$ cat src/logic/clk_ctrl_pkg.sv
package clk_ctrl_pkg;

  // register byte offsets on the 32-bit bus
  localparam logic [31:0] RUN_CTRL_OFS = 32'h0000_0000;
  localparam logic [31:0] SPEED_OFS    = 32'h0000_0004;
  localparam logic [31:0] SYSSEL_OFS   = 32'h0000_0008;
  localparam logic [31:0] PINMODE_OFS  = 32'h0000_000C;

  // field positions
  localparam int RUN_MAIN_HALT_BIT = 7;
  localparam int RUN_SUB_HALT_BIT  = 6;
  localparam int RUN_FAST_HALT_BIT = 0;
  localparam int SPD_GATE_BIT      = 7;
  localparam int SPD_TIMER_SEL_BIT = 4;
  localparam int SEL_CPU_STAT_BIT  = 7;
  localparam int SEL_CPU_SRC_BIT   = 6;
  localparam int SEL_MAIN_STAT_BIT = 5;
  localparam int SEL_MAIN_SRC_BIT  = 4;
  localparam int PIN_EXT_MAIN_BIT  = 7;
  localparam int PIN_MAIN_SEL_BIT  = 6;
  localparam int PIN_EXT_SUB_BIT   = 5;
  localparam int PIN_SUB_SEL_BIT   = 4;

  // writable bits of the run control, speed and pin mode registers
  localparam logic [7:0] RUN_CTRL_MASK = 8'hC1;
  localparam logic [7:0] SPEED_MASK    = 8'h90;
  localparam logic [7:0] PINMODE_MASK  = 8'hF0;

  // values after reset
  localparam logic [7:0] RUN_CTRL_RST = 8'hC0;
  localparam logic [7:0] SPEED_RST    = 8'h00;
  localparam logic [7:0] PINMODE_RST  = 8'h00;
  localparam logic       SRC_SEL_RST  = 1'b0;

  // cycles a new source must stay available before the switch lands
  localparam logic [2:0] SETTLE_CYCLES = 3'h4;

  localparam logic [1:0] RESP_OKAY   = 2'h0;
  localparam logic [1:0] RESP_DECERR = 2'h3;

  typedef enum logic [1:0] {
    PIN_PORT = 2'b00,
    PIN_OSC  = 2'b01,
    PIN_EXT  = 2'b11
  } pin_mode_t;

  typedef enum logic [1:0] {
    SW_STEADY = 2'b00,
    SW_WAIT   = 2'b01,
    SW_SETTLE = 2'b10
  } switch_state_t;

  // pin pair mode from its external-clock and oscillator-select bits
  function automatic pin_mode_t pin_mode(input logic ext, input logic sel);
    case ({ext, sel})
      2'b01:   pin_mode = PIN_OSC;
      2'b11:   pin_mode = PIN_EXT;
      default: pin_mode = PIN_PORT;
    endcase
  endfunction

  // true for any mapped register address
  function automatic logic reg_hit(input logic [31:0] addr);
    reg_hit = (addr == RUN_CTRL_OFS) || (addr == SPEED_OFS) ||
              (addr == SYSSEL_OFS) || (addr == PINMODE_OFS);
  endfunction

endpackage

$ cat src/logic/clk_ctrl_if.sv
`timescale 1ns/1ns
// register access between bus slave and register file
interface reg_access_if;
  logic        wr_pulse;
  logic [31:0] wr_addr;
  logic [7:0]  wr_data;
  logic [31:0] rd_addr;
  logic [7:0]  rd_data;
  logic        rd_hit;
  modport slave (output wr_pulse, wr_addr, wr_data, rd_addr,
                 input  rd_data, rd_hit);
  modport regs  (input  wr_pulse, wr_addr, wr_data, rd_addr,
                 output rd_data, rd_hit);
endinterface

// subsystem clock gating controls
interface gate_ctrl_if;
  logic cpu_on_sub;
  logic standby;
  logic gate_enable;
  logic timer_lowspeed;
  logic sub_periph_en;
  logic timer_from_sub;
  logic timer_from_lowspeed;
  modport ctrl (output cpu_on_sub, standby, gate_enable, timer_lowspeed,
                input  sub_periph_en, timer_from_sub, timer_from_lowspeed);
  modport gate (input  cpu_on_sub, standby, gate_enable, timer_lowspeed,
                output sub_periph_en, timer_from_sub, timer_from_lowspeed);
endinterface

$ cat src/logic/axi_lite_port.sv
`timescale 1ns/1ns
module axi_lite_port
  import clk_ctrl_pkg::*;
(
  // clock and reset
  input  wire logic        aclk,
  input  wire logic        aresetn,
  // write channels
  input  wire logic [31:0] awaddr,
  input  wire logic        awvalid,
  output logic             awready,
  input  wire logic [31:0] wdata,
  input  wire logic [3:0]  wstrb,
  input  wire logic        wvalid,
  output logic             wready,
  output logic [1:0]       bresp,
  output logic             bvalid,
  input  wire logic        bready,
  // read channels
  input  wire logic [31:0] araddr,
  input  wire logic        arvalid,
  output logic             arready,
  output logic [31:0]      rdata,
  output logic [1:0]       rresp,
  output logic             rvalid,
  input  wire logic        rready,
  // register side
  reg_access_if.slave      regs
);
  import clk_ctrl_pkg::*;

  logic        aw_held_r, aw_held_nxt, w_held_r, w_held_nxt;
  logic [31:0] aw_addr_r, aw_addr_nxt;
  logic [7:0]  w_data_r, w_data_nxt;
  logic        w_strb_r, w_strb_nxt;
  logic        awready_r, awready_nxt, wready_r, wready_nxt;
  logic        bvalid_r, bvalid_nxt, rvalid_r, rvalid_nxt;
  logic        arready_r, arready_nxt;
  logic [1:0]  bresp_r, bresp_nxt, rresp_r, rresp_nxt;
  logic [31:0] rdata_r, rdata_nxt;
  logic        commit;

  // write commits once both address and data are held
  assign commit        = aw_held_r && w_held_r;
  assign regs.wr_pulse = commit && w_strb_r;
  assign regs.wr_addr  = aw_addr_r;
  assign regs.wr_data  = w_data_r;
  assign regs.rd_addr  = araddr;

  // channel bookkeeping
  always_comb begin
    aw_held_nxt = aw_held_r;
    aw_addr_nxt = aw_addr_r;
    w_held_nxt  = w_held_r;
    w_data_nxt  = w_data_r;
    w_strb_nxt  = w_strb_r;
    bvalid_nxt  = bvalid_r && !bready;
    bresp_nxt   = bresp_r;
    rvalid_nxt  = rvalid_r && !rready;
    rresp_nxt   = rresp_r;
    rdata_nxt   = rdata_r;
    if (awvalid && awready_r) begin
      aw_held_nxt = 1'b1;
      aw_addr_nxt = awaddr;
    end
    if (wvalid && wready_r) begin
      w_held_nxt = 1'b1;
      w_data_nxt = wdata[7:0];
      w_strb_nxt = wstrb[0];
    end
    if (commit) begin
      aw_held_nxt = 1'b0;
      w_held_nxt  = 1'b0;
      bvalid_nxt  = 1'b1;
      bresp_nxt   = reg_hit(aw_addr_r) ? RESP_OKAY : RESP_DECERR;
    end
    if (arvalid && arready_r) begin
      rvalid_nxt = 1'b1;
      rresp_nxt  = regs.rd_hit ? RESP_OKAY : RESP_DECERR;
      rdata_nxt  = {24'h00_0000, regs.rd_data};
    end
    awready_nxt = !aw_held_nxt && !bvalid_nxt;
    wready_nxt  = !w_held_nxt && !bvalid_nxt;
    arready_nxt = !rvalid_nxt;
  end

  always_ff @(posedge aclk) begin
    if (!aresetn) begin
      aw_held_r <= 1'b0;
      aw_addr_r <= 32'h0000_0000;
      w_held_r  <= 1'b0;
      w_data_r  <= 8'h00;
      w_strb_r  <= 1'b0;
      awready_r <= 1'b0;
      wready_r  <= 1'b0;
      arready_r <= 1'b0;
      bvalid_r  <= 1'b0;
      bresp_r   <= RESP_OKAY;
      rvalid_r  <= 1'b0;
      rresp_r   <= RESP_OKAY;
      rdata_r   <= 32'h0000_0000;
    end else begin
      aw_held_r <= aw_held_nxt;
      aw_addr_r <= aw_addr_nxt;
      w_held_r  <= w_held_nxt;
      w_data_r  <= w_data_nxt;
      w_strb_r  <= w_strb_nxt;
      awready_r <= awready_nxt;
      wready_r  <= wready_nxt;
      arready_r <= arready_nxt;
      bvalid_r  <= bvalid_nxt;
      bresp_r   <= bresp_nxt;
      rvalid_r  <= rvalid_nxt;
      rresp_r   <= rresp_nxt;
      rdata_r   <= rdata_nxt;
    end
  end

  assign awready = awready_r;
  assign wready  = wready_r;
  assign arready = arready_r;
  assign bvalid  = bvalid_r;
  assign bresp   = bresp_r;
  assign rvalid  = rvalid_r;
  assign rresp   = rresp_r;
  assign rdata   = rdata_r;

endmodule // axi_lite_port

$ cat src/logic/sub_clock_gate.sv
`timescale 1ns/1ns
module sub_clock_gate (
  // clock and reset
  input  wire logic aclk,
  input  wire logic aresetn,
  // gating controls
  gate_ctrl_if.gate ctl
);

  logic periph_en_r, periph_en_nxt;
  logic from_sub_r, from_sub_nxt;
  logic from_low_r, from_low_nxt;

  // low-power gating and timer clock choice
  always_comb begin
    periph_en_nxt = !(ctl.gate_enable && ctl.cpu_on_sub
                      && ctl.standby);
    from_sub_nxt  = !ctl.timer_lowspeed;
    from_low_nxt  = ctl.timer_lowspeed;
  end

  always_ff @(posedge aclk) begin
    if (!aresetn) begin
      periph_en_r <= 1'b1;
      from_sub_r  <= 1'b1;
      from_low_r  <= 1'b0;
    end else begin
      periph_en_r <= periph_en_nxt;
      from_sub_r  <= from_sub_nxt;
      from_low_r  <= from_low_nxt;
    end
  end

  assign ctl.sub_periph_en       = periph_en_r;
  assign ctl.timer_from_sub      = from_sub_r;
  assign ctl.timer_from_lowspeed = from_low_r;

endmodule // sub_clock_gate

$ cat src/logic/system_clock_gating_select.sv
// Design decisions made here: the register offsets and register access over AXI4-Lite.
`timescale 1ns/1ns
// Operation
// - main halt bit 0 runs main oscillator or accepts clock, 1 halts
// - sub halt bit 0 keeps sub oscillator or clock valid, 1 stops
// - fast internal halt bit 0 runs that oscillator, 1 stops it
// - gate bit 1: sub clock withheld from peripherals in standby on sub
// - gate bit 0: sub clock keeps feeding peripherals in standby
// - timer select 0 takes sub clock, 1 the low-speed internal clock
// - cpu source bit 0 picks main clock, 1 picks sub clock
// - main source bit 0 picks fast internal, 1 fast system clock
// - after reset cpu and peripherals run from fast internal clock
// - status bits 7 and 5 read-only; bit 7 shows cpu clock source
// - halt bits act per pin pair mode: port, oscillator, external
module system_clock_gating_select
  import clk_ctrl_pkg::*;
(
  // clock and reset
  input  wire logic        aclk,
  input  wire logic        aresetn,
  // axi4-lite write address and data
  input  wire logic [31:0] awaddr,
  input  wire logic        awvalid,
  output logic             awready,
  input  wire logic [31:0] wdata,
  input  wire logic [3:0]  wstrb,
  input  wire logic        wvalid,
  output logic             wready,
  // axi4-lite write response
  output logic [1:0]       bresp,
  output logic             bvalid,
  input  wire logic        bready,
  // axi4-lite read
  input  wire logic [31:0] araddr,
  input  wire logic        arvalid,
  output logic             arready,
  output logic [31:0]      rdata,
  output logic [1:0]       rresp,
  output logic             rvalid,
  input  wire logic        rready,
  // cpu power state
  input  wire logic        cpu_standby,
  // oscillator and clock pin controls
  output logic             main_osc_run,
  output logic             main_ext_clk_accept,
  output logic             sub_osc_run,
  output logic             sub_ext_clk_valid,
  output logic             fast_internal_osc_run,
  // clock routing
  output logic             main_clk_from_fast_system,
  output logic             cpu_clk_from_sub,
  output logic             sub_periph_clk_en,
  output logic             timer_rtc_clk_from_sub,
  output logic             timer_rtc_clk_from_lowspeed
);
  import clk_ctrl_pkg::*;

  reg_access_if acc ();
  gate_ctrl_if  gate ();

  // software-written state
  logic [7:0]    run_ctrl_r, run_ctrl_nxt;
  logic [7:0]    speed_r, speed_nxt;
  logic [7:0]    pin_mode_r, pin_mode_nxt;
  logic          cpu_src_sel_r, cpu_src_sel_nxt;
  logic          main_src_sel_r, main_src_sel_nxt;
  // switch state
  switch_state_t sw_state_r, sw_state_nxt;
  logic [2:0]    settle_cnt_r, settle_cnt_nxt;
  logic          cpu_stat_r, cpu_stat_nxt;
  logic          main_stat_r, main_stat_nxt;
  // registered pin controls
  logic          main_osc_run_r, main_osc_run_nxt;
  logic          main_ext_r, main_ext_nxt;
  logic          sub_osc_run_r, sub_osc_run_nxt;
  logic          sub_ext_r, sub_ext_nxt;
  logic          fast_int_run_r, fast_int_run_nxt;
  // decoded source availability
  pin_mode_t     main_mode, sub_mode;
  logic          fast_sys_avail, sub_avail, fast_int_avail;
  logic          target_avail, switch_wanted;
  logic [7:0]    syssel_rd;

  // bus slave
  axi_lite_port u_bus (
    .aclk    (aclk),
    .aresetn (aresetn),
    .awaddr  (awaddr),
    .awvalid (awvalid),
    .awready (awready),
    .wdata   (wdata),
    .wstrb   (wstrb),
    .wvalid  (wvalid),
    .wready  (wready),
    .bresp   (bresp),
    .bvalid  (bvalid),
    .bready  (bready),
    .araddr  (araddr),
    .arvalid (arvalid),
    .arready (arready),
    .rdata   (rdata),
    .rresp   (rresp),
    .rvalid  (rvalid),
    .rready  (rready),
    .regs    (acc.slave)
  );

  // subsystem clock gating
  sub_clock_gate u_gate (
    .aclk    (aclk),
    .aresetn (aresetn),
    .ctl     (gate.gate)
  );

  // register writes, masked to the defined bits
  always_comb begin
    run_ctrl_nxt     = run_ctrl_r;
    speed_nxt        = speed_r;
    pin_mode_nxt     = pin_mode_r;
    cpu_src_sel_nxt  = cpu_src_sel_r;
    main_src_sel_nxt = main_src_sel_r;
    if (acc.wr_pulse) begin
      case (acc.wr_addr)
        RUN_CTRL_OFS: run_ctrl_nxt = acc.wr_data & RUN_CTRL_MASK;
        SPEED_OFS:    speed_nxt    = acc.wr_data & SPEED_MASK;
        PINMODE_OFS:  pin_mode_nxt = acc.wr_data & PINMODE_MASK;
        SYSSEL_OFS: begin
          // status bits 7 and 5 are not written
          cpu_src_sel_nxt  = acc.wr_data[SEL_CPU_SRC_BIT];
          main_src_sel_nxt = acc.wr_data[SEL_MAIN_SRC_BIT];
        end
        default: ;
      endcase
    end
  end

  always_ff @(posedge aclk) begin
    if (!aresetn) begin
      run_ctrl_r     <= RUN_CTRL_RST;
      speed_r        <= SPEED_RST;
      pin_mode_r     <= PINMODE_RST;
      cpu_src_sel_r  <= SRC_SEL_RST;
      main_src_sel_r <= SRC_SEL_RST;
    end else begin
      run_ctrl_r     <= run_ctrl_nxt;
      speed_r        <= speed_nxt;
      pin_mode_r     <= pin_mode_nxt;
      cpu_src_sel_r  <= cpu_src_sel_nxt;
      main_src_sel_r <= main_src_sel_nxt;
    end
  end

  // read path; unused bits come back zero
  assign syssel_rd = {cpu_stat_r, cpu_src_sel_r, main_stat_r,
                      main_src_sel_r, 4'h0};
  always_comb begin
    acc.rd_hit = reg_hit(acc.rd_addr);
    case (acc.rd_addr)
      RUN_CTRL_OFS: acc.rd_data = run_ctrl_r;
      SPEED_OFS:    acc.rd_data = speed_r;
      SYSSEL_OFS:   acc.rd_data = syssel_rd;
      PINMODE_OFS:  acc.rd_data = pin_mode_r;
      default:      acc.rd_data = 8'h00;
    endcase
  end

  // pin pair modes and which sources can really deliver a clock
  always_comb begin
    main_mode = pin_mode(pin_mode_r[PIN_EXT_MAIN_BIT],
                         pin_mode_r[PIN_MAIN_SEL_BIT]);
    sub_mode  = pin_mode(pin_mode_r[PIN_EXT_SUB_BIT],
                         pin_mode_r[PIN_SUB_SEL_BIT]);
    fast_sys_avail = (main_mode != PIN_PORT)
                     && !run_ctrl_r[RUN_MAIN_HALT_BIT];
    sub_avail      = (sub_mode != PIN_PORT)
                     && !run_ctrl_r[RUN_SUB_HALT_BIT];
    fast_int_avail = !run_ctrl_r[RUN_FAST_HALT_BIT];
  end

  // oscillator enables; a pin pair in port mode ignores its halt bit
  always_comb begin
    main_osc_run_nxt = (main_mode == PIN_OSC)
                       && !run_ctrl_r[RUN_MAIN_HALT_BIT];
    main_ext_nxt     = (main_mode == PIN_EXT)
                       && !run_ctrl_r[RUN_MAIN_HALT_BIT];
    sub_osc_run_nxt  = (sub_mode == PIN_OSC)
                       && !run_ctrl_r[RUN_SUB_HALT_BIT];
    sub_ext_nxt      = (sub_mode == PIN_EXT)
                       && !run_ctrl_r[RUN_SUB_HALT_BIT];
    fast_int_run_nxt = fast_int_avail;
  end

  // the selected sources must both be running before a switch lands
  always_comb begin
    switch_wanted = (cpu_src_sel_r != cpu_stat_r)
                    || (main_src_sel_r != main_stat_r);
    target_avail  = (main_src_sel_r ? fast_sys_avail : fast_int_avail)
                    && (!cpu_src_sel_r || sub_avail);
  end

  // clock source switch sequencer
  always_comb begin
    sw_state_nxt   = sw_state_r;
    settle_cnt_nxt = settle_cnt_r;
    cpu_stat_nxt   = cpu_stat_r;
    main_stat_nxt  = main_stat_r;
    case (sw_state_r)
      SW_STEADY: begin
        if (switch_wanted) begin
          sw_state_nxt = SW_WAIT;
        end
      end
      SW_WAIT: begin
        if (!switch_wanted) begin
          sw_state_nxt = SW_STEADY;
        end else if (target_avail) begin
          sw_state_nxt   = SW_SETTLE;
          settle_cnt_nxt = SETTLE_CYCLES - 3'h1;
        end
      end
      SW_SETTLE: begin
        if (!target_avail) begin
          sw_state_nxt = SW_WAIT;
        end else if (settle_cnt_r == 3'h0) begin
          cpu_stat_nxt  = cpu_src_sel_r;
          main_stat_nxt = main_src_sel_r;
          sw_state_nxt  = SW_STEADY;
        end else begin
          settle_cnt_nxt = settle_cnt_r - 3'h1;
        end
      end
      default: sw_state_nxt = SW_STEADY;
    endcase
  end

  always_ff @(posedge aclk) begin
    if (!aresetn) begin
      sw_state_r     <= SW_STEADY;
      settle_cnt_r   <= 3'h0;
      cpu_stat_r     <= SRC_SEL_RST;
      main_stat_r    <= SRC_SEL_RST;
      main_osc_run_r <= 1'b0;
      main_ext_r     <= 1'b0;
      sub_osc_run_r  <= 1'b0;
      sub_ext_r      <= 1'b0;
      fast_int_run_r <= 1'b1;
    end else begin
      sw_state_r     <= sw_state_nxt;
      settle_cnt_r   <= settle_cnt_nxt;
      cpu_stat_r     <= cpu_stat_nxt;
      main_stat_r    <= main_stat_nxt;
      main_osc_run_r <= main_osc_run_nxt;
      main_ext_r     <= main_ext_nxt;
      sub_osc_run_r  <= sub_osc_run_nxt;
      sub_ext_r      <= sub_ext_nxt;
      fast_int_run_r <= fast_int_run_nxt;
    end
  end

  // feed the gating block from registered state, standby straight from cpu_standby
  assign gate.cpu_on_sub     = cpu_stat_r;
  assign gate.standby        = cpu_standby;
  assign gate.gate_enable    = speed_r[SPD_GATE_BIT];
  assign gate.timer_lowspeed = speed_r[SPD_TIMER_SEL_BIT];

  // outputs, all from flip-flops
  assign main_osc_run                = main_osc_run_r;
  assign main_ext_clk_accept         = main_ext_r;
  assign sub_osc_run                 = sub_osc_run_r;
  assign sub_ext_clk_valid           = sub_ext_r;
  assign fast_internal_osc_run       = fast_int_run_r;
  assign main_clk_from_fast_system   = main_stat_r;
  assign cpu_clk_from_sub            = cpu_stat_r;
  assign sub_periph_clk_en           = gate.sub_periph_en;
  assign timer_rtc_clk_from_sub      = gate.timer_from_sub;
  assign timer_rtc_clk_from_lowspeed = gate.timer_from_lowspeed;

endmodule // system_clock_gating_select

$ cat config.mk
export PLATFORM = sky130hd
export DESIGN_NAME = system_clock_gating_select
export DESIGN_NICKNAME = d
export VERILOG_FILES = /design/src/logic/clk_ctrl_pkg.sv /design/src/logic/clk_ctrl_if.sv /design/src/logic/axi_lite_port.sv /design/src/logic/sub_clock_gate.sv /design/src/logic/system_clock_gating_select.sv
export SDC_FILE = /design/constraint.sdc
export NUM_CORES = 1
export LEC_CHECK = 0
export BUFFER_PORTS_ARGS = -buffer_cell sky130_fd_sc_hd__buf_2
export CORE_ASPECT_RATIO = 0.6
export CORE_MARGIN = 5
export CORE_UTILIZATION = 44
export CTS_CLUSTER_DIAMETER = 120
export DETAILED_ROUTE_END_ITERATION = 10
export PLACE_DENSITY = 0.76
export SKIP_CTS_REPAIR_TIMING = 1
export SYNTH_ARGS = -nofsm -noshare
export SYNTH_HDL_FRONTEND = slang
export SYNTH_HIERARCHICAL = 1
export SYNTH_SLANG_ARGS = --single-unit
export TNS_END_PERCENT = 20
$ cat constraint.sdc
create_clock -name aclk -period 1.7 [get_ports aclk]
set_clock_uncertainty 0.05 [all_clocks]
set_input_delay 0.085 -clock aclk [delete_from_list [all_inputs] [get_ports aclk]]
set_output_delay 0.085 -clock aclk [all_outputs]
set_load 0.05 [all_outputs]
==> results of run 1 <==
layer usage:
metal	track usage, %	wire length [µm]	vias to the layer above
met1	23.0	4740	1581
li1	-	-	1672
met5	0	0	-
met4	5.75	319	0
met2	25.8	4730	151
met3	4.76	815	37
worst max-delay path: cells and delay by family (launching register included):
kind	cells	cell delay, ns
and+or+nand+nor	2	0.94
DFF	1	0.33
AOI/OAI and AO/OA	1	0.29
registers in the layout, summed over array words and instances, names as in the netlist, 2 cells and up:
| signal | cells |
|---|---|
| settle_cnt_r | 3 |
| u_bus/rdata | 8 |
| pin_mode_r | 4 |
| u_bus/regs.wr_addr | 32 |
| sw_state_r | 2 |
| u_bus/regs.wr_data | 5 |
| run_ctrl_r | 3 |
| speed_r | 2 |
cell type report:
class / count / area share, %
well taps: 112 / 2.81
multi-input cells: 309 / 37.8
clock buffers: 10 / 4.80
clock inverters: 6 / 1.16
diodes: 1 / 0.0503
flip-flops and latches: 81 / 32.7
repair buffers: 157 / 20.2
inverters: 6 / 0.452
through the flow:
stage | hold slack [ns] | std cells | util, % | total power, mW | worst slack, ns
after detailed placement | 0.251 | 627 | 49.5 | 2.61 | -0.0420
after global routing | -0.00611 | 681 | 58.2 | 4.76 | -0.110
after global placement | 0.238 | 627 | 49.5 | 2.59 | -0.0135
after floorplan | 0.104 | 475 | - | 2.52 | 0.0548
final | -0.0470 | 682 | 58.2 | 4.60 | -0.0211
after CTS | -0.0928 | 643 | 53.0 | 4.51 | -0.0640
path summary, 6_finish.rpt:
check	startpoint	to	cells past startpoint
worst max-delay path	u_bus/regs.wr_addr[11]	u_bus/bresp[0]	3
worst min-delay path	awaddr[6]	u_bus/regs.wr_addr[6]	3
worst max register to register	u_bus/regs.wr_addr[11]	u_bus/bresp[0]	3
worst min register to register	u_bus/w_strb_r	u_bus/w_strb_r	2
power by group:
group	total (mW)	internal [mW]	leakage [nW]	switching [mW]
logic	0.658	0.257	1.26	0.401
clock network	1.92	1.17	0.148	0.752
registers	2.02	1.96	0.660	0.0615
==> out/metrics.csv, run 1 <==
stage,metric,value,unit
outcome,status,"complete, but fails checks",
outcome,violated checks,"hold timing, setup timing",
floorplan,Core Box Area,8560,µm²
floorplan,die area,10900,µm²
final_layout,"most common cell after layout, fill and taps aside",nand2_1,
clock_network,clock latency on the worst-skew pair,0.34,ns
synth,post-synthesis cell count,450,
drt,Iteration-0 DRC Markers,311,
timing,setup_tns,-0.0552,ns
synth,syn_area_per_cell,8.64,µm²
drt,Post-Route WL,10600,µm
global_routing,Overall Global Routing Usage,16.8,%
final_layout,Fillers,725,
worst_setup_path,type of origin of the critical path,register,
floorplan,std cell rows,26,
synth,synth warn,6,
power_and_ir_drop,worst IR drop on VDD,496,µV
final_layout,register area,1630,µm²
clock_network,clk buf depth,2,
timing,final hold slack,-0.0470,ns
power_and_ir_drop,leakage power total,2.07,nW
clock_network,CTS tree,done,
floorplan,Die Span Y,82.8,µm
timing,f_max,581,MHz
global_routing,initial antenna violation count,0,
drt,DR pass1 iterations,4,
worst_setup_path,crit path max-delay cell type,or4_1,
timing,Setup WS post-layout,-0.0211,ns
synth,mapped cell area,3890,µm²
worst_setup_path,CP max FO,3,
timing,post-layout min period,1.72,ns
placement,dpl hpwl,7250,µm
drt,via count,3441,
worst_setup_path,CP Class,register to register,
timing,setup repair after global routing missed its margin,true,
placement,PortBufs,104,
global_routing,first-pass GRT wire length,14800,µm
job,MaxCap Viol Count,0,
final_layout,fin area,4980,µm²
final_layout,most frequent cells in the layout,"119 x nand2_1, 104 x buf_2, 76 x dfxtp_1",
worst_setup_path,WP data required,1.88,ns
timing,Final Max Slew Viols,0,
timing,period utilization,101,%
clock_network,H-Tree Depth,3,
final_layout,fin nets,674,
worst_setup_path,critical path's largest stage delay,0.51,ns
worst_setup_path,Critical Path AT,1.90,ns
global_routing,pin count of the biggest net entering global routing,46,
min_path,worst min path class,primary input to register,
final_layout,synth-to-layout area growth,28.1,%
power_and_ir_drop,power per cell area,924,nW/µm²
floorplan,width of the die,131,µm
clock_network,clk root buf,clkbuf_16,
global_routing,grt ovf,0,
placement,Final GP Congestion,0.847,
drt,antenna-violating nets left,0,
drt,# DRC,0,
floorplan,initial core utilization,45.4,%
clock_network,Worst-path clk slew,0.06,ns
worst_setup_path,"Cell Chain, Critical Path","or4_1, or4_4, o311a_1",
drt,WL per Instance,15.5,µm
worst_setup_path,critical path endpoint category,register,
drt,Avg Vias per Cell,5.05,
clock_network,TritonCTS buffer count,9,
final_layout,footprint of the multi-input gates,1880,µm²
placement,placed inst area,4240,µm²
timing,Final Hold Vio Count,6,
floorplan,I/O Pins,159,
clock_network,clk sinks,81,
timing,final setup violation count,4,
worst_setup_path,Register-to-Register Setup Slack,-0.02,ns
final_layout,fraction of layout cells with a size suffix above 1,29.3,%
global_routing,vias in the first global route,3092,
No activity file was read; power rests on OpenSTA's default activity.
==> run 2, diff against run 1 <==
--- a/config.mk
+++ b/config.mk
@@ -8,10 +8,11 @@
 export BUFFER_PORTS_ARGS = -buffer_cell sky130_fd_sc_hd__buf_2
 export CORE_ASPECT_RATIO = 0.6
 export CORE_MARGIN = 5
-export CORE_UTILIZATION = 44
+export CORE_UTILIZATION = 49
 export CTS_CLUSTER_DIAMETER = 120
 export DETAILED_ROUTE_END_ITERATION = 10
-export PLACE_DENSITY = 0.76
+export PLACE_DENSITY = 0.81
+export SETUP_SLACK_MARGIN = 0.1
 export SKIP_CTS_REPAIR_TIMING = 1
 export SYNTH_ARGS = -nofsm -noshare
 export SYNTH_HDL_FRONTEND = slang
==> constraint.sdc (replaced) <==
create_clock -name aclk -period 1.6 [get_ports aclk]
set_clock_uncertainty 0.05 [all_clocks]
set_input_delay 0.08 -clock aclk [delete_from_list [all_inputs] [get_ports aclk]]
set_output_delay 0.08 -clock aclk [all_outputs]
set_load 0.05 [all_outputs]
==> run 2 against run 1 <==
The flow still finishes with violations (hold timing, setup timing). Worst hold slack better by 0.031 ns. Die area down 9.2%. Clock-buffer cell count unchanged. Critical path depth is 3 higher. Critical path type unchanged. Largest cell class unchanged. Largest power group unchanged.
==> out/metrics.csv, run 2 (synthesized netlist as in run 1, its figures left out) <==
stage,metric,value,unit,change
outcome,status,"complete, but fails checks",,
outcome,violated checks,"hold timing, setup timing",,
min_path,HP Start,awaddr[8],,
power_and_ir_drop,Switch Pwr,1.36,mW,+12%
clock_network,Worst-path clk slew,0.06,ns,about the same
clock_network,clock latency on the worst-skew pair,0.34,ns,about the same
clock_network,TritonCTS buffer count,9,,unchanged
drt,WL per Instance,15.7,µm,+0.96%
worst_setup_path,CP max FO,4,,+1
global_routing,first-pass GRT wire length,15400,µm,+4.2%
floorplan,Core Box Area,7790,µm²,-9.0%
min_path,worst hold endpoint,u_bus/regs.wr_addr[8],,
timing,setup repair after global routing missed its margin,true,,
final_layout,ANT cells,0,,-1
drt,Avg Vias per Cell,5.19,,+2.9%
drt,antenna-violating nets left,0,,unchanged
power_and_ir_drop,power per cell area,966,nW/µm²,+4.6%
floorplan,width of the die,125,µm,-4.8%
final_layout,register area,1630,µm²,+0.38%
job,MaxCap Viol Count,0,,unchanged
timing,post-layout min period,1.78,ns,+0.0637 ns
final_layout,max reg flops,32,,unchanged
worst_setup_path,Critical Path AT,1.99,ns,+0.09 ns
placement,Post-Place Cells,640,,+2.1%
final_layout,Fillers,553,,-24%
drt,via count,3610,,+4.9%
worst_setup_path,critical path endpoint category,register,,
clock_network,clk root buf,clkbuf_16,,
global_routing,initial antenna violation count,0,,unchanged
final_layout,footprint of the multi-input gates,1920,µm²,+2.1%
global_routing,vias in the first global route,3156,,+2.1%
drt,DR pass1 iterations,7,,+3
placement,placed inst area,4390,µm²,+3.7%
final_layout,fin nets,692,,+2.7%
timing,Setup WS post-layout,-0.185,ns,-0.164 ns
drt,Iteration-0 DRC Markers,299,,-3.9%
worst_setup_path,RR Startpoint,u_bus/regs.wr_addr[22],,
floorplan,die area,9870,µm²,-9.2%
clock_network,H-Tree Depth,3,,unchanged
final_layout,fraction of layout cells with a size suffix above 1,32.4,%,+3.0 points
power_and_ir_drop,internal power,3.65,mW,+7.7%
power_and_ir_drop,part of the power in registers,42.9,%,-1.1 points
clock_network,CTS tree,done,,
drt,Post-Route WL,10900,µm,+2.9%
timing,final setup violation count,14,,+10
timing,period utilization,112,%,+10 points
global_routing,Overall Global Routing Usage,19.4,%,+2.6 points
power_and_ir_drop,switching part of the total,27.2,%,+0.78 points
placement,Final GP Congestion,0.916,,+8.2%
timing,final hold slack,-0.0156,ns,+0.0313 ns
worst_setup_path,CP Class,register to register,,
worst_setup_path,Critical R2R Capture,pin_mode_r[4],,
power_and_ir_drop,Logic pwr share,15.3,%,+1.0 points
final_layout,Non-Filler Instances,695,,+1.9%
placement,dpl hpwl,7290,µm,+0.64%
power_and_ir_drop,worst IR drop on VDD,531,µV,+7.0%
final_layout,fin area,5180,µm²,+4.1%
clock_network,clk sinks,81,,unchanged
final_layout,synth-to-layout area growth,33.4,%,
floorplan,Die Span Y,79.0,µm,-4.6%
worst_setup_path,WP data required,1.81,ns,-0.07 ns
timing,setup_tns,-1.94,ns,-1.88 ns
floorplan,std cell rows,25,,-3.8%
final_layout,most frequent cells in the layout,"119 x nand2_1, 104 x buf_2, 71 x dfxtp_1",,
timing,Final Max Slew Viols,0,,unchanged
worst_setup_path,type of origin of the critical path,register,,
power_and_ir_drop,leakage power total,2.17,nW,+4.8%
global_routing,pin count of the biggest net entering global routing,33,,-28%
floorplan,initial core utilization,49.9,%,+4.5 points
min_path,hold-critical path depth,3,,unchanged
global_routing,grt ovf,0,,unchanged
min_path,worst min path class,primary input to register,,
final_layout,"most common cell after layout, fill and taps aside",nand2_1,,
timing,Final Hold Vio Count,3,,-3
floorplan,I/O Pins,159,,unchanged
drt,# DRC,0,,unchanged
worst_setup_path,first element of the critical path,u_bus/regs.wr_addr[22],,
placement,PortBufs,104,,unchanged
timing,f_max,560,MHz,-3.6%
worst_setup_path,Register-to-Register Setup Slack,-0.18,ns,-0.16 ns
worst_setup_path,depth of the most critical reg-to-reg path,6,,+3
clock_network,clk buf depth,2,,unchanged
power_and_ir_drop,Clk pwr share,41.8,%,about the same
[run 2: cell types whose count changed in the layout (fill, tap and decap cells not counted), moves of 2 or more]
| cell | before | now |
|---|---|---|
| buf_4 | 18 | 33 |
| dfxtp_2 | 5 | 10 |
| clkinv_4 | 0 | 2 |
| clkinv_2 | 4 | 1 |
| dfxtp_1 | 76 | 71 |
[run 2: final cells by class]
class	count	area share, %
Multi-Input combinational cell	309	37.1
Sequential cell	81	31.5
Timing Repair Buffer	175	22.4
Clock buffer	10	4.61
Tap cell	108	2.61
Clock inverter	6	1.30
Inverter	6	0.435
[run 2: worst max path at each step]
stage | slack, ns | endpoint | cells past startpoint
2_1_floorplan | -0.04 | u_bus/bresp[0] | 3
3_3_place_gp | -0.09 | pin_mode_r[6] | 5
3_5_place_dp | -0.16 | pin_mode_r[6] | 6
4_1_cts | -0.20 | pin_mode_r[4] | 6
5_1_grt | -0.29 | pin_mode_r[4] | 6
6_report | -0.18 | pin_mode_r[4] | 6
[run 2: layer usage]
metal,track usage [%],part of all wire (%),up-vias
li1,-,-,1699
met4,5.63,2.9,0
met3,5.24,8.3,39
met5,0,0,-
met2,31.4,47,192
met1,25.8,41,1680
[run 2: critical path, stage by stage (launching register included)]
cell and delay, ns:
dfxtp_2 0.34, nor4_2 0.32, nand4_1 0.18, buf_6 0.17, nor4_4 0.25, buf_4 0.19
mux2i_1 0.20
[run 2: power groups by stage]
stage	clock, mW	sequential [mW]	combinational, mW
2_1_floorplan	0	2.22	0.460
3_3_place_gp	0	2.18	0.616
3_5_place_dp	0	2.18	0.629
4_1_cts	2.10	2.14	0.636
5_1_grt	2.21	2.15	0.814
6_report	2.10	2.15	0.765
[run 2: per-stage QoR]
step	power, mW	utilization (%)	worst slack (ns)
after global routing	5.18	66.5	-0.287
after detailed placement	2.81	56.4	-0.164
after global placement	2.79	56.4	-0.0946
final	5.01	66.5	-0.185
after CTS	4.88	60.4	-0.205
after floorplan	2.68	-	-0.0446
==> run 3, diff against run 2 <==
--- a/config.mk
+++ b/config.mk
@@ -8,14 +8,13 @@
 export BUFFER_PORTS_ARGS = -buffer_cell sky130_fd_sc_hd__buf_2
 export CORE_ASPECT_RATIO = 0.6
 export CORE_MARGIN = 5
-export CORE_UTILIZATION = 49
+export CORE_UTILIZATION = 46
 export CTS_CLUSTER_DIAMETER = 120
 export DETAILED_ROUTE_END_ITERATION = 10
-export PLACE_DENSITY = 0.81
+export PLACE_DENSITY = 0.79
 export SETUP_SLACK_MARGIN = 0.1
 export SKIP_CTS_REPAIR_TIMING = 1
 export SYNTH_ARGS = -nofsm -noshare
 export SYNTH_HDL_FRONTEND = slang
-export SYNTH_HIERARCHICAL = 1
 export SYNTH_SLANG_ARGS = --single-unit
 export TNS_END_PERCENT = 20
==> run 3 against run 2 <==
The run still ends with hold timing, setup timing left. Clock-buffer cell count down 1. Die area down 7.1%. First-iteration DRC count down 42%. Core utilization down 0.73 points. Power down 5.9%. Worst hold slack better by 0.015 ns. Non-clock buffer count down 21. Register-to-register slack better by 0.12 ns. Routed wire length down 20%. Via count down 14%. Critical endpoint is now run_ctrl_r[0]. Area after synthesis down 14%.
==> out/metrics.csv, run 3 <==
stage,metric,value,unit,change
worst_setup_path,CP Class,register to register,,
drt,Iteration-0 DRC Markers,172,,-42%
synth,most common cell in the netlist,nand2_1,,
clock_network,clk root buf,clkbuf_16,,
synth,mapped cell area,3360,µm²,-14%
final_layout,most frequent cells in the layout,"101 x buf_2, 96 x nand2_1, 65 x dfxtp_1",,
clock_network,TritonCTS buffer count,9,,unchanged
synth,sequential fraction of the synthesis area,46.5,%,
synth,synth warn,0,,-6
final_layout,ANT cells,0,,unchanged
floorplan,die area,9170,µm²,-7.1%
drt,DR pass1 iterations,4,,-3
global_routing,initial antenna violation count,0,,unchanged
final_layout,fraction of layout cells with a size suffix above 1,30.9,%,-1.5 points
drt,Avg Vias per Cell,4.96,,-4.5%
worst_setup_path,Register-to-Register Setup Slack,-0.06,ns,+0.12 ns
worst_setup_path,Most common cell on crit path,nor4_4,,
global_routing,vias in the first global route,2879,,-8.8%
timing,post-layout min period,1.66,ns,-0.120 ns
worst_setup_path,critical path endpoint category,register,,
outcome,status,"complete, but fails checks",,
outcome,violated checks,"hold timing, setup timing",,
job,MaxCap Viol Count,0,,unchanged
power_and_ir_drop,leakage power total,1.94,nW,-11%
synth,Post-synth EDFFs,0,,
placement,Final GP Congestion,0.804,,-12%
worst_setup_path,WP data required,1.82,ns,about the same
final_layout,fin area,4720,µm²,-8.9%
timing,setup repair after global routing missed its margin,true,,
final_layout,Non-Filler Instances,628,,-9.6%
clock_network,clk buf depth,2,,unchanged
floorplan,width of the die,120,µm,-3.7%
worst_setup_path,Critical Path AT,1.88,ns,-0.11 ns
placement,dpl hpwl,6130,µm,-16%
timing,Setup WS post-layout,-0.0650,ns,+0.120 ns
synth,syn_area_per_cell,8.63,µm²,about the same
final_layout,synth-to-layout area growth,40.6,%,
floorplan,std cell rows,24,,-4.0%
worst_setup_path,type of origin of the critical path,register,,
final_layout,"most common cell after layout, fill and taps aside",buf_2,,
power_and_ir_drop,worst IR drop on VDD,559,µV,+5.3%
synth,Post-synth top cells,"96 x nand2_1, 78 x dfxtp_1, 49 x a21oi_1, 29 x buf_4, 14 x mux2i_1",,
clock_network,clock latency on the worst-skew pair,0.34,ns,about the same
floorplan,Die Span Y,76.2,µm,-3.5%
timing,final hold slack,-0.000171,ns,+0.0155 ns
synth,post-synthesis cell count,389,,-14%
synth,Synth cell types,40,,
min_path,worst min path class,primary input to register,,
final_layout,Fillers,590,,+6.7%
worst_setup_path,CP max FO,5,,+1
placement,Post-Place Cells,572,,-11%
timing,Final Max Slew Viols,0,,unchanged
worst_setup_path,critical path's largest stage delay,0.34,ns,about the same
power_and_ir_drop,power per cell area,998,nW/µm²,+3.3%
placement,placed inst area,3950,µm²,-10%
global_routing,grt ovf,0,,unchanged
synth,Main synth FF type,dfxtp_1,,
final_layout,max reg flops,32,,unchanged
synth,asr flop ratio synth,0,%,
timing,final setup violation count,8,,-6
drt,antenna-violating nets left,0,,unchanged
clock_network,CTS tree,done,,
clock_network,clk sinks,78,,-3.7%
floorplan,I/O Pins,159,,unchanged
drt,Post-Route WL,8780,µm,-20%
timing,max_slew headroom,66.1,%,
timing,Final Hold Vio Count,1,,-2
synth,Yosys reg bits,78,,
timing,f_max,601,MHz,+7.2%
final_layout,fin nets,642,,-7.2%
worst_setup_path,"Cell Chain, Critical Path","nor4_4, nand4_4, nor4_4, buf_4, mux2i_1",,
global_routing,pin count of the biggest net entering global routing,35,,+6.1%
placement,PortBufs,101,,-2.9%
global_routing,Overall Global Routing Usage,17.5,%,-1.9 points
timing,worst slew pin tran,0.508,ns,
drt,WL per Instance,14.0,µm,-11%
final_layout,footprint of the multi-input gates,1710,µm²,-11%
power_and_ir_drop,total power,4.71,mW,-5.9%
final_layout,register area,1580,µm²,-3.3%
drt,via count,3115,,-14%
global_routing,first-pass GRT wire length,13100,µm,-15%
clock_network,H-Tree Depth,3,,unchanged
placement,worst slack after detailed placement,-0.131,ns,+0.0328 ns
synth,share of the synthesized area in the top cell type,46.5,%,
synth,Area contributors post-synth,"dfxtp_1 46%, nand2_1 11%, a21oi_1 7.3%, buf_4 6.5%, mux2i_1 4.2%",,
drt,# DRC,0,,unchanged
worst_setup_path,crit path max-delay cell type,dfxtp_2,,
clock_network,Worst-path clk slew,0.07,ns,about the same
timing,period utilization,104,%,-7.5 points
synth,Synth area leader,dfxtp_1,,
floorplan,Core Box Area,7180,µm²,-7.9%
floorplan,initial core utilization,46.8,%,-3.1 points
==> run 3: metrics by stage <==
stage,setup TNS [ns],util [%]
after global routing,-1.13,65.8
final,-0.327,65.8
after detailed placement,-0.808,55.0
after CTS,-1.15,59.0
after floorplan,0,-
after global placement,-0.351,55.0
==> run 3: worst max-delay path: cells and delay by family, from the launching register on <==
kind,cells,cell delay [ns]
flops,1,0.34
simple gates,3,0.83
buf+inv,1,0.19
mux,1,0.19
==> run 3: layer usage <==
metal / vias to the layer above / global-route usage [%] / wire length (µm)
met4: 0 / 5.66 / 148
li1: 1567 / - / -
met2: 117 / 28.0 / 4110
met1: 1416 / 21.8 / 3830
met3: 15 / 6.68 / 687
met5: - / 0 / 0
==> run 3: worst paths after layout <==
check                           cells after the start              startpoint             end
worst max-delay path                                5  u_bus.regs.wr_addr[26]   run_ctrl_r[0]
worst min-delay path                                3                  bready    u_bus.bvalid
worst max register to register                      5  u_bus.regs.wr_addr[26]   run_ctrl_r[0]
worst min register to register                      2          u_bus.rdata[5]  u_bus.rdata[5]
==> run 3: logic make-up after synthesis <==
group | share of synthesized area, %
buf+inv | 9.43
xor+xnor | 0.522
mux | 5.85
other cells | 0.112
compound gates | 10.4
flops | 46.5
fa+ha+maj | 0.745
simple gates | 26.5
==> run 3: report_power, final <==
| part | internal [mW] | switching (mW) |
|---|---|---|
| clock | 1.08 | 0.861 |
| combinational | 0.270 | 0.427 |
| sequential | 2.01 | 0.0639 |
==> run 3: layout make-up <==
cell class / count / area share, %
multi-input cells: 282 / 36.2
clock inverters: 7 / 1.32
inverters: 7 / 0.556
flip-flops and latches: 78 / 33.5
clock buffers: 9 / 4.77
repair buffers: 154 / 21.3
well taps: 91 / 2.41
